## config.mk

```make
export PLATFORM = sky130hd
export DESIGN_NAME = config_memory_crc_monitor
export DESIGN_NICKNAME = d
export VERILOG_FILES = /design/src/cfg_crc_pkg.sv /design/src/crc32_step.sv /design/src/config_memory_crc_monitor.sv
export VERILOG_INCLUDE_DIRS = /design/src /design/src/src
export SDC_FILE = /design/constraint.sdc
export NUM_CORES = 1
export LEC_CHECK = 0
export BUFFER_PORTS_ARGS = -buffer_cell sky130_fd_sc_hd__buf_4
export CAP_MARGIN = 20
export CELL_PAD_IN_SITES_DETAIL_PLACEMENT = 1
export CELL_PAD_IN_SITES_GLOBAL_PLACEMENT = 2
export CORE_MARGIN = 2
export CORE_UTILIZATION = 38
export CTS_CLUSTER_SIZE = 40
export DETAILED_ROUTE_END_ITERATION = 10
export GPL_ROUTABILITY_DRIVEN = 0
export HOLD_SLACK_MARGIN = 0.15
export PLACE_DENSITY_LB_ADDON = 0.1
export SLEW_MARGIN = 20
export SYNTH_ARGS = -nofsm -noshare
export SYNTH_HDL_FRONTEND = slang
export SYNTH_HIERARCHICAL = 1
export SYNTH_SLANG_ARGS = --single-unit
```

## constraint.sdc

```tcl
create_clock -name clk -period 3.8 [get_ports clk]
set_clock_uncertainty 0.2 [all_clocks]
set_input_delay 0.95 -clock clk [delete_from_list [all_inputs] [get_ports clk]]
set_output_delay 0.95 -clock clk [all_outputs]
set_load 0.05 [all_outputs]
```

## src/cfg_crc_defs.svh

```systemverilog
// constants for the configuration memory crc monitor
`ifndef CFG_CRC_DEFS_SVH
`define CFG_CRC_DEFS_SVH
`define CRC_WIDTH 32
`define CRC_POLY 32'h04c11db7
`define CRC_INIT 32'hffffffff
`define CRC_SIG_RESET 32'h00000000
`define CRC_REF_RESET 32'h00000000
`define JTAG_IR_WIDTH 10
`define JTAG_IR_STORE_LOAD 10'h015
`define DIV_N_WIDTH 4
`define DIV_N_MAX 4'h8
`define OSC_FREQ_MHZ 80
`define CLK_FREQ_MHZ 25
`define CELL_WORDS_DEFAULT 64
`endif

```

## src/cfg_crc_pkg.sv

```systemverilog
// types shared by the configuration memory crc monitor
package cfg_crc_pkg;
  typedef enum logic [1:0] {
    ST_IDLE,
    ST_SEED,
    ST_SCAN,
    ST_DONE
  } scan_state_e;
  typedef struct packed {
    logic tck;
    logic tms;
    logic tdi;
  } jtag_in_s;
endpackage

```

## src/crc32_step.sv

```systemverilog
// one-bit serial crc32 update, polynomial of the ieee 802 family
`include "cfg_crc_defs.svh"
module crc32_step #(
  parameter int WIDTH = `CRC_WIDTH
) (
  // state and data bit
  input wire logic [WIDTH-1:0] crc_in,
  input wire logic data_bit,
  // updated state
  output logic [WIDTH-1:0] crc_out
);
  wire feedback = crc_in[WIDTH-1] ^ data_bit;
  wire [WIDTH-1:0] shifted = {crc_in[WIDTH-2:0], 1'b0};
  wire [WIDTH-1:0] poly = `CRC_POLY;
  assign crc_out = feedback ? (shifted ^ poly) : shifted;
endmodule // crc32_step

```

## src/config_memory_crc_monitor.sv

```systemverilog
// user-mode crc monitor of the configuration memory with a jtag reference scan chain
`include "cfg_crc_defs.svh"
// Overview of operation
// - two 32-bit registers: signature and reference
// - signature holds compare result, zero when clean
// - fault flag high when signature non-zero
// - reference loaded at end of configuration
// - reference fed to compute-and-compare circuit
// - load instruction makes reference a scan chain
// - load instruction overwrites reference for injection
// - checking never halts during the instruction
// - checking starts itself on entering user mode
// - flag low until a pass finds corruption
// - raised flag stays high through next pass
// - clean pass returns flag low, no latching
// - passes repeat until device reset
// - checker clocked by divided configuration oscillator
// - divisor two to the n, n 0..8
// - pass time scales with memory size, divisor
// - instruction 00 0001 0101 puts reference between tdi, tdo
// - crc uses the ieee 802 32-bit polynomial
module config_memory_crc_monitor #(
  parameter int CELL_WORDS = `CELL_WORDS_DEFAULT,
  parameter int WORD_WIDTH = 32
) (
  // clock and reset
  input wire logic clk,
  input wire logic rst_n,
  // configuration controller
  input wire logic check_enable,
  input wire logic user_mode,
  input wire logic config_done_pulse,
  input wire logic [`CRC_WIDTH-1:0] precomputed_crc,
  input wire logic [`DIV_N_WIDTH-1:0] div_n,
  // configuration memory read port, combinational on the same clock
  output logic [$clog2(CELL_WORDS)-1:0] cell_addr,
  input wire logic [WORD_WIDTH-1:0] cell_data,
  // jtag test access, pins from the host
  input wire cfg_crc_pkg::jtag_in_s jtag_in,
  input wire logic [`JTAG_IR_WIDTH-1:0] jtag_ir,
  input wire logic jtag_shift_dr,
  output logic jtag_tdo,
  output logic jtag_tdo_oe,
  // error flag pin, open drain
  output logic crc_fault_o,
  output logic crc_fault_oe,
  // state visible to user logic
  output logic [`CRC_WIDTH-1:0] crc_compare_signature,
  output logic pass_done
);
  localparam int AW = $clog2(CELL_WORDS);
  localparam int BW = $clog2(WORD_WIDTH);
  localparam logic [AW-1:0] LAST_WORD = AW'(CELL_WORDS - 1);
  localparam logic [BW-1:0] LAST_BIT = BW'(WORD_WIDTH - 1);

  // timing at a glance:
  //   a tck edge on the pin acts three clocks later, after two sync flops and the edge detect
  //   tdo and its enable move only on a detected tck fall
  //   a pass is one seed cycle, one scan step per tick and one done cycle
  //   signature, flag and pass_done all update on the edge that ends the done cycle
  //   nothing here waits on the chain, so reloading never stalls checking

  // pin synchronisers; stage one is read only by stage two
  logic [2:0] jtag_s1_r;
  logic [2:0] jtag_s2_r;
  logic [2:0] jtag_s3_r;
  always_ff @(posedge clk or negedge rst_n) begin
    if (!rst_n) begin
      jtag_s1_r <= 3'h0;
      jtag_s2_r <= 3'h0;
      jtag_s3_r <= 3'h0;
    end else begin
      jtag_s1_r <= {jtag_in.tck, jtag_in.tms, jtag_in.tdi};
      jtag_s2_r <= jtag_s1_r;
      jtag_s3_r <= jtag_s2_r;
    end
  end
  wire tck_rise = jtag_s2_r[2] & ~jtag_s3_r[2];
  wire tck_fall = ~jtag_s2_r[2] & jtag_s3_r[2];
  wire tdi_sync = jtag_s2_r[0];

  // the tap's instruction and shift state live on tck, so they are synchronised too;
  // both stay still while bits move, so a word-wide double flop is safe here
  logic [`JTAG_IR_WIDTH-1:0] ir_s1_r;
  logic [`JTAG_IR_WIDTH-1:0] ir_s2_r;
  logic shift_s1_r;
  logic shift_s2_r;
  always_ff @(posedge clk or negedge rst_n) begin
    if (!rst_n) begin
      ir_s1_r <= '0;
      ir_s2_r <= '0;
      shift_s1_r <= 1'b0;
      shift_s2_r <= 1'b0;
    end else begin
      ir_s1_r <= jtag_ir;
      ir_s2_r <= ir_s1_r;
      shift_s1_r <= jtag_shift_dr;
      shift_s2_r <= shift_s1_r;
    end
  end

  // the instruction register is held by the tap outside this block
  wire ir_is_store_load = (ir_s2_r == `JTAG_IR_STORE_LOAD);
  wire store_sel = ir_is_store_load && user_mode;
  wire shift_en = store_sel && shift_s2_r;
  wire shift_step = shift_en && tck_rise;

  // reference store: parallel load after configuration, serial chain under jtag
  logic [`CRC_WIDTH-1:0] ref_r;
  logic [`CRC_WIDTH-1:0] ref_nxt;
  // a parallel load in the same cycle as a shift wins, so the end of
  // configuration always leaves the precomputed reference behind
  wire [`CRC_WIDTH-1:0] serial_word = {tdi_sync, ref_r[`CRC_WIDTH-1:1]};
  always_comb begin
    ref_nxt = ref_r;
    if (config_done_pulse) begin
      ref_nxt = precomputed_crc;
    end else if (shift_step) begin
      ref_nxt = serial_word;
    end
  end
  always_ff @(posedge clk or negedge rst_n) begin
    if (!rst_n) begin
      ref_r <= `CRC_REF_RESET;
    end else begin
      ref_r <= ref_nxt;
    end
  end

  // tdo changes on the falling tck edge, as a tap does; holding it between
  // falls keeps the host's rising-edge sample clear of our own shift
  logic tdo_r;
  logic tdo_nxt;
  logic tdo_oe_r;
  logic tdo_oe_nxt;
  always_comb begin
    tdo_nxt = tdo_r;
    tdo_oe_nxt = tdo_oe_r;
    if (tck_fall) begin
      tdo_nxt = ref_r[0];
      tdo_oe_nxt = shift_en;
    end
  end
  always_ff @(posedge clk or negedge rst_n) begin
    if (!rst_n) begin
      tdo_r <= 1'b0;
      tdo_oe_r <= 1'b0;
    end else begin
      tdo_r <= tdo_nxt;
      tdo_oe_r <= tdo_oe_nxt;
    end
  end
  assign jtag_tdo = tdo_r;
  assign jtag_tdo_oe = tdo_oe_r;

  // checker rate: one-cycle enable every two to the n clocks; a free-running
  // counter keeps the enable regular even when n changes mid pass
  logic [8:0] div_cnt_r;
  logic [8:0] div_cnt_nxt;
  // exponents above the top one run at the slowest rate rather than wrapping
  wire n_too_big = (div_n > `DIV_N_MAX);
  wire [3:0] n_clamped = n_too_big ? `DIV_N_MAX : div_n;
  wire [9:0] div_span = 10'h001 << n_clamped;
  wire [8:0] div_mask = 9'(div_span - 10'h001);
  wire tick = (div_cnt_r & div_mask) == 9'h000;
  assign div_cnt_nxt = div_cnt_r + 9'h001;
  always_ff @(posedge clk or negedge rst_n) begin
    if (!rst_n) begin
      div_cnt_r <= 9'h000;
    end else begin
      div_cnt_r <= div_cnt_nxt;
    end
  end

  // pass sequencer: one bit of memory per tick, so pass time grows with size and divisor;
  // the walk is seed, then every bit of every word from bit 0 of word 0 upward,
  // then one done cycle, then seed again for as long as the device runs
  cfg_crc_pkg::scan_state_e state_r;
  cfg_crc_pkg::scan_state_e state_nxt;
  logic [AW-1:0] addr_r;
  logic [BW-1:0] bit_r;
  logic [`CRC_WIDTH-1:0] crc_r;
  logic [`CRC_WIDTH-1:0] crc_stepped;
  logic [`CRC_WIDTH-1:0] sig_r;
  logic fault_r;
  logic done_r;
  logic [AW-1:0] addr_nxt;
  logic [BW-1:0] bit_nxt;
  logic [`CRC_WIDTH-1:0] crc_nxt;
  logic [`CRC_WIDTH-1:0] sig_nxt;
  logic fault_nxt;
  logic fault_oe_r;
  logic fault_oe_nxt;
  logic done_nxt;
  logic [`CRC_WIDTH-1:0] cmp_ref_r;
  logic [`CRC_WIDTH-1:0] cmp_ref_nxt;

  crc32_step #(
    .WIDTH(`CRC_WIDTH)
  ) u_step (
    .crc_in(crc_r),
    .data_bit(cell_data[bit_r]),
    .crc_out(crc_stepped)
  );

  wire last_bit = (addr_r == LAST_WORD) && (bit_r == LAST_BIT);
  wire scan_last = tick && last_bit;
  wire start_ok = check_enable && user_mode;

  // each pass works against the reference in force when it began, so a reload
  // through the chain mid pass only shows from the following pass on
  always_comb begin
    cmp_ref_nxt = cmp_ref_r;
    if (state_r == cfg_crc_pkg::ST_SEED) begin
      cmp_ref_nxt = ref_r;
    end
  end
  always_ff @(posedge clk or negedge rst_n) begin
    if (!rst_n) begin
      cmp_ref_r <= `CRC_REF_RESET;
    end else begin
      cmp_ref_r <= cmp_ref_nxt;
    end
  end
  wire [`CRC_WIDTH-1:0] compare = crc_r ^ cmp_ref_r;

  always_comb begin
    state_nxt = state_r;
    case (state_r)
      cfg_crc_pkg::ST_IDLE: begin
        if (start_ok) begin
          state_nxt = cfg_crc_pkg::ST_SEED;
        end
      end
      cfg_crc_pkg::ST_SEED: begin
        state_nxt = cfg_crc_pkg::ST_SCAN;
      end
      cfg_crc_pkg::ST_SCAN: begin
        if (scan_last) begin
          state_nxt = cfg_crc_pkg::ST_DONE;
        end
      end
      cfg_crc_pkg::ST_DONE: begin
        state_nxt = cfg_crc_pkg::ST_SEED;
      end
      default: begin
        state_nxt = cfg_crc_pkg::ST_IDLE;
      end
    endcase
  end

  // the jtag chain never stalls this sequencer, so checking goes on while loading
  wire scan_step = (state_r == cfg_crc_pkg::ST_SCAN) && tick;
  wire word_end = (bit_r == LAST_BIT);
  always_comb begin
    addr_nxt = addr_r;
    bit_nxt = bit_r;
    crc_nxt = crc_r;
    if (state_r == cfg_crc_pkg::ST_SEED) begin
      addr_nxt = '0;
      bit_nxt = '0;
      crc_nxt = `CRC_INIT;
    end else if (scan_step) begin
      crc_nxt = crc_stepped;
      if (word_end) begin
        bit_nxt = '0;
        addr_nxt = addr_r + 1'b1;
      end else begin
        bit_nxt = bit_r + 1'b1;
      end
    end
  end

  always_ff @(posedge clk or negedge rst_n) begin
    if (!rst_n) begin
      state_r <= cfg_crc_pkg::ST_IDLE;
      addr_r <= '0;
      bit_r <= '0;
      crc_r <= `CRC_INIT;
    end else begin
      state_r <= state_nxt;
      addr_r <= addr_nxt;
      bit_r <= bit_nxt;
      crc_r <= crc_nxt;
    end
  end

  // signature and flag change only when a pass completes and are held across the
  // next pass; a clean pass clears them again, nothing is latched
  wire pass_end = (state_r == cfg_crc_pkg::ST_DONE);
  wire sig_fault = (compare != `CRC_SIG_RESET);
  always_comb begin
    sig_nxt = sig_r;
    fault_nxt = fault_r;
    fault_oe_nxt = fault_oe_r;
    if (pass_end) begin
      sig_nxt = compare;
      fault_nxt = sig_fault;
      fault_oe_nxt = ~sig_fault;
    end
  end
  assign done_nxt = pass_end;

  always_ff @(posedge clk or negedge rst_n) begin
    if (!rst_n) begin
      sig_r <= `CRC_SIG_RESET;
      fault_r <= 1'b0;
      fault_oe_r <= 1'b1;
      done_r <= 1'b0;
    end else begin
      sig_r <= sig_nxt;
      fault_r <= fault_nxt;
      fault_oe_r <= fault_oe_nxt;
      done_r <= done_nxt;
    end
  end

  assign crc_compare_signature = sig_r;
  assign pass_done = done_r;
  // open drain: the pin is pulled up externally and driven low only when clean;
  // the enable has its own flop so the pin never sees a gate between register and pad
  assign crc_fault_o = fault_r;
  assign crc_fault_oe = fault_oe_r;
  assign cell_addr = addr_r;
endmodule // config_memory_crc_monitor

```

After elaboration in Yosys (flattened, before gate mapping)
Cells that the tools add are included.
{ "totals": {"reg_bits": 186, "inputBits": 87, "out_inout_bits": 43, "wordCells": 76} }
{ "classes": {"addsub": 4, "n_lt_le_gt_ge": 2, "n_shift": 1, "bitwise": 9, "n_eq_ne": 8, "n_reduce_logical": 15, "n_mux": 17} }
{ "ops": {"columns": ["cell", "count"], "rows": [
  ["2-to-1 mux 32 bit", 4],
  ["nonzero test 32 bit", 1],
  ["bitwise XOR 32 bit", 1],
  ["2-to-1 mux 27 bit", 1],
  ["2-to-1 mux 6 bit", 3],
  ["2-to-1 mux 5 bit", 3],
  ["NOT 14 bit", 1],
  ["== test 10 x 5 -> 1 bit, second input constant", 1],
  ["adder 9 x 1 -> 9 bit, second input constant", 1],
  ["AND 9 bit", 1],
  ["logical NOT 9 bit", 1],
  ["<< shifter 1 x 4 -> 9 bit, first input constant", 1],
  ["subtractor 9 x 1 -> 9 bit, second input constant", 1],
  ["case mux 2 bit (4 select lines)", 1],
  ["logical AND 1 bit", 7],
  ["adder 6 x 1 -> 6 bit, second input constant", 1],
  ["== test 6 bit, second input constant", 1],
  ["< comparator 5 x 6 -> 1 bit, second input constant", 1],
  ["nonzero test 2 bit", 3],
  ["adder 5 x 1 -> 5 bit, second input constant", 1],
  ["binary-select mux 1 bit (select 5 bit)", 1],
  ["== test 5 bit, second input constant", 1],
  ["== test 2 bit, second input constant", 2],
  ["> comparator 4 bit, second input constant", 1],
  ["other kinds (10)", 16]
]} }

Depth between registers and ports, before layout
{ "depth": {"word_depth": 9, "ltp_mapped": 11, "depth_no_buf": 8} }

Modules after synthesis
The synthesis kept the hierarchy.
{ "by_module_without_submodules": {"columns": ["module", "seq_area_each_um2", "area_per_inst_um2", "n_inst", "cells_each"], "rows": [
  ["config_memory_crc_monitor", 4570.6, 7935.1, 1, 686],
  ["crc32_step", 0.0, 509.2, 1, 36]
]} }

Least setup slack after synthesis
OpenSTA, ideal clock, no wires.
{ "synth_timing": {"path_kind": "input port to flip-flop", "from": "input div_n[3]", "to": "register state_r[1]", "arrival_time_ps": 3057, "required_ps": 3475, "n_path_buf": 2, "path_stages": 8, "slack_ps": 418, "setup_time_ps": 125, "path_cell_list": "buf_6 > or4_4 > ha_1 > xnor2_1 > o2111ai_4 > buf_6 > o32a_4 > mux2_4"} }
{ "synth_between": {"elab_chain_len": 9} }
{ "synth_lines": {"columns": ["item", "line", "source"], "rows": [
  ["start, declared", "config_memory_crc_monitor.sv:34", "input wire logic [`DIV_N_WIDTH-1:0] div_n,"],
  ["> comparator 4 bit (no line)", null, null],
  ["2-to-1 mux 4 bit (*)", "config_memory_crc_monitor.sv:162", "wire [3:0] n_clamped = n_too_big ? `DIV_N_MAX : div_n;"],
  ["<< shifter 1 x 4 -> 9 bit (*)", "config_memory_crc_monitor.sv:163", "wire [9:0] div_span = 10'h001 << n_clamped;"],
  ["subtractor 9 x 1 -> 9 bit (*)", "config_memory_crc_monitor.sv:164", "wire [8:0] div_mask = 9'(div_span - 10'h001);"],
  ["AND 9 bit (*)", "config_memory_crc_monitor.sv:165", "wire tick = (div_cnt_r & div_mask) == 9'h000;"],
  ["logical NOT 9 bit (*)", "config_memory_crc_monitor.sv:165", null],
  ["logical AND 1 bit (*)", "config_memory_crc_monitor.sv:207", "wire scan_last = tick && last_bit;"],
  ["!= test 2 bit (no line) (*)", null, null],
  ["AND reduction 2 bit (no line) (*)", null, null],
  ["end signal, assigned", "config_memory_crc_monitor.sv:276", "state_r <= cfg_crc_pkg::ST_IDLE;"],
  ["end signal, assigned", "config_memory_crc_monitor.sv:281", "state_r <= state_nxt;"],
  ["end, declared", "config_memory_crc_monitor.sv:178", "cfg_crc_pkg::scan_state_e state_r;"]
]} }
Every way passes the cells marked *; elsewhere a longest branch is shown, timed or not.
A chain may end at the register's enable or synchronous reset.

Final worst setup path
{ "layout_timing": {"from": "input div_n[0]", "to": "register state_r[1]"} }
The elaborated chain is that of the path after synthesis.

==> results.yml <==
sta:
  max_slew_margin_pct: 50.9
  finalCriticalPeriod_ns: 3.25
  report.final.slew_viol_count: 0
  setup_tns_ns: 0
  timing.fmax_mhz: 308
  setup_viol: 0
  holdWs_ns: 0.149
  fin_crit_sh_pct: 85.4
  worst_pin_slew_ns: 0.737
  grt_setup_unrepaired: "false"
  finalHoldViolCount: 0
clock_tree:
  cts_resized: 0
  clockBufferDepth: 2
  post-cts-setup-buffer-count: 0
  numCtsBuffers: 17
  postCtsHoldBufs: 0
  root_buffer: "clkbuf_16"
  cts_num_sinks: 181
  h-tree-depth: 4
  clkTransAtPathRegs_ns: 0.08
  cts_tree: "built"
  insertion_delay_ns: 0.43
global_routing:
  grt_pass1_wl_um: 33800
  grt_use_met1_pct: 23.1
  grt_usage_pct: 17.8
  use_met3_pct: 2.61
  grt_util_met2_pct: 31.3
  grt.busiest_layer: "met2"
  antenna_found_initial: 0
  grt_start_max_net_pins: 76
  gr-total-overflow: 0
  grt_pass1_vias: 6381
synthesis:
  synth_area_per_cell_sq_um: 11.7
  synth_flop_cell: "dfrtp_1"
  synth_compound_area_share_pct: 8.82
  ys_seq_area_share_pct: 54.1
  post-synth-top-area-cell: "dfrtp_1"
  synth_fa_ha_area_share_pct: 1.48
  synth_xor_area_share_pct: 7.99
  synth_edf_count: 0
  synth_cell_types: 54
  synth_top_family_by_area: "multiplexers"
  synthCells: 722
  netlist_area_sq_um: 8440
  synth_fp_nets: 819
  async_flop_share_pct: 100
  synth_mux_area_share_pct: 11.6
  yosys_warnings: 6
  yosys.area_share.simple_pct: 11.2
  synth_seq_cells: 181
  synth.area.top_cells: "dfrtp_1, dfstp_2, mux2_2, nand3_1, o21ai_0"
  yosysTopAreaCellShare_pct: 43.9
routing:
  vias: 5811
  wire_per_inst_um: 18.3
  ant_nets: 0
  drt_pass1_iterations: 4
  first_iter_violations: 225
  wl_um: 20200
  avgViaCountPerCell: 5.24
  drc: 0
finish:
  drive_gt1_share_pct: 32.4
  nets: 912
  final_common_cell: "dfrtp_1"
  n_antenna_cell: 0
  stdcell_count: 1108
  final_cell_mix: "dfrtp_1, buf_4, nand3_1"
  area_growth_pct: 19.9
critical_path:
  worst_ep_arrival_time_ns: 3.36
  r2r_cells: 6
  cp_top_family: "compound AO/OA/AOI/OAI gates"
  start_kind: "primary input"
  cp_slowest_stage_delay_ns: 0.56
  worstPathMaxFanout: 17
  cp.buffers_inverters: 1
  cp_cell_sequence: "buf_4 -> or4_4 -> ha_1 -> xnor2_1 -> o2111ai_4 -> o32a_4 -> mux2_4"
  crit_type: "in -> reg"
  cp-end-kind: "register"
  cp_data_required_time_ns: 3.92
  cp.depth: 7
  slowest_stage: "or4_4"
flow_run:
  maxCapViolations: 0
floorplan:
  dieHeight_um: 153
  rows: 54
  io-pin-count: 130
  core_area_sq_um: 21800
  initial_core_util_pct: 38.7
  die_w_um: 153
  die_area_sq_um: 23400
status:
  status: "completed"
hold_path:
  hold_path.class: "reg -> reg"
  holdPathStages: 0
place:
  io_buffers: 128
  hpwl_um: 13900
  dp_cells: 1076
power_and_ir_drop:
  vdd_drop_max_mv: 0.305
  total_power_mw: 5.37
  power.density_nw_per_um2: 530
  leakage_nw: 4.76
[per-stage QoR]
step / setup WS [ns] / utilization (%) / area (sq um)
6_report: 0.553 / 46.4 / 10100
5_1_grt: 0.382 / 46.4 / 10100
4_1_cts: 0.574 / 46.4 / 10100
3_5_place_dp: 0.114 / 43.7 / 9540
3_3_place_gp: 0.204 / 43.7 / 9540
2_1_floorplan: 0.418 / - / 8440
[logic make-up (layout without fill, tap and decap cells)]
logic type	after synthesis	after routing
compound gates	129	129
xor+xnor	53	53
fa+ha+maj	10	10
buf+inv	77	183
flops	181	181
mux	80	80
simple gates	192	192
[sequential cells by signal, indices dropped and copies added (netlist names)]
signal	cells
jtag_s3_r	1
cmp_ref_r	32
pass_done	1
shift_s2_r	1
jtag_s2_r	2
ir_s1_r	10
crc_fault_o	1
jtag_tdo	1
crc_fault_oe	1
cell_addr	6
jtag_s1_r	2
crc_r	32
div_cnt_r	8
state_r	2
ref_r	32
bit_r	5
jtag_tdo_oe	1
shift_s1_r	1
ir_s2_r	10
crc_compare_signature	32
[layout make-up]
type	count	area [sq um]
Fill cell	2341	11700
Sequential cell	181	4570
Multi-Input combinational cell	464	3470
Timing Repair Buffer	143	1110
Clock buffer	17	425
Tap cell	280	350
Clock inverter	15	159
Inverter	8	30.0
[power by group]
part | switching (mW) | internal, mW | total, mW
Sequential | 0.258 | 2.24 | 2.50
Clock | 0.879 | 0.881 | 1.76
Combinational | 0.408 | 0.702 | 1.11
Total | 1.55 | 3.82 | 5.37
[layer usage]
layer  wire (um)  share of wire (%)
met1        9160                 45
met2       10500                 52
met3         401                2.0
met4         216                1.1
met5           0                  0
[worst register-to-register path, stage by stage (launching register included)]
cell and delay [ns]:
dfrtp_1 0.73, mux4_2 0.59, mux4_2 0.47, mux2_2 0.42, xor3_4 0.49, nand3_1 0.09, nand3_1 0.08
[worst paths after layout]
| check | endpoint | slack (ns) | start |
|---|---|---|---|
| hold / removal | ir_s2_r[1] | 0.15 | ir_s1_r[1] |
| max in group asynchronous | jtag_tdo | 2.10 | rst_n |
| setup reg to reg | crc_r[1] | 0.64 | bit_r[0] |
| hold reg to reg | ir_s2_r[1] | 0.15 | ir_s1_r[1] |
| min in group asynchronous | div_cnt_r[5] | 0.33 | rst_n |
| setup / recovery | state_r[1] | 0.55 | div_n[0] |
[synthesized netlist by cell type (all sizes together) (3+ instances only)]
master	n
o31ai	3
dfrtp	148
o21a	4
inv	7
nor2	39
mux2	37
nand3	73
nor3	3
o21ai	71
clkbuf	28
buf	41
xor3	13
mux2i	33
a21oi	39
ha	10
and3	4
nand4	12
dfstp	33
xnor2	38
nor4b	3
mux4	10
or4	5
nand2	40
Note: power is estimated with default switching activity, not from simulation.
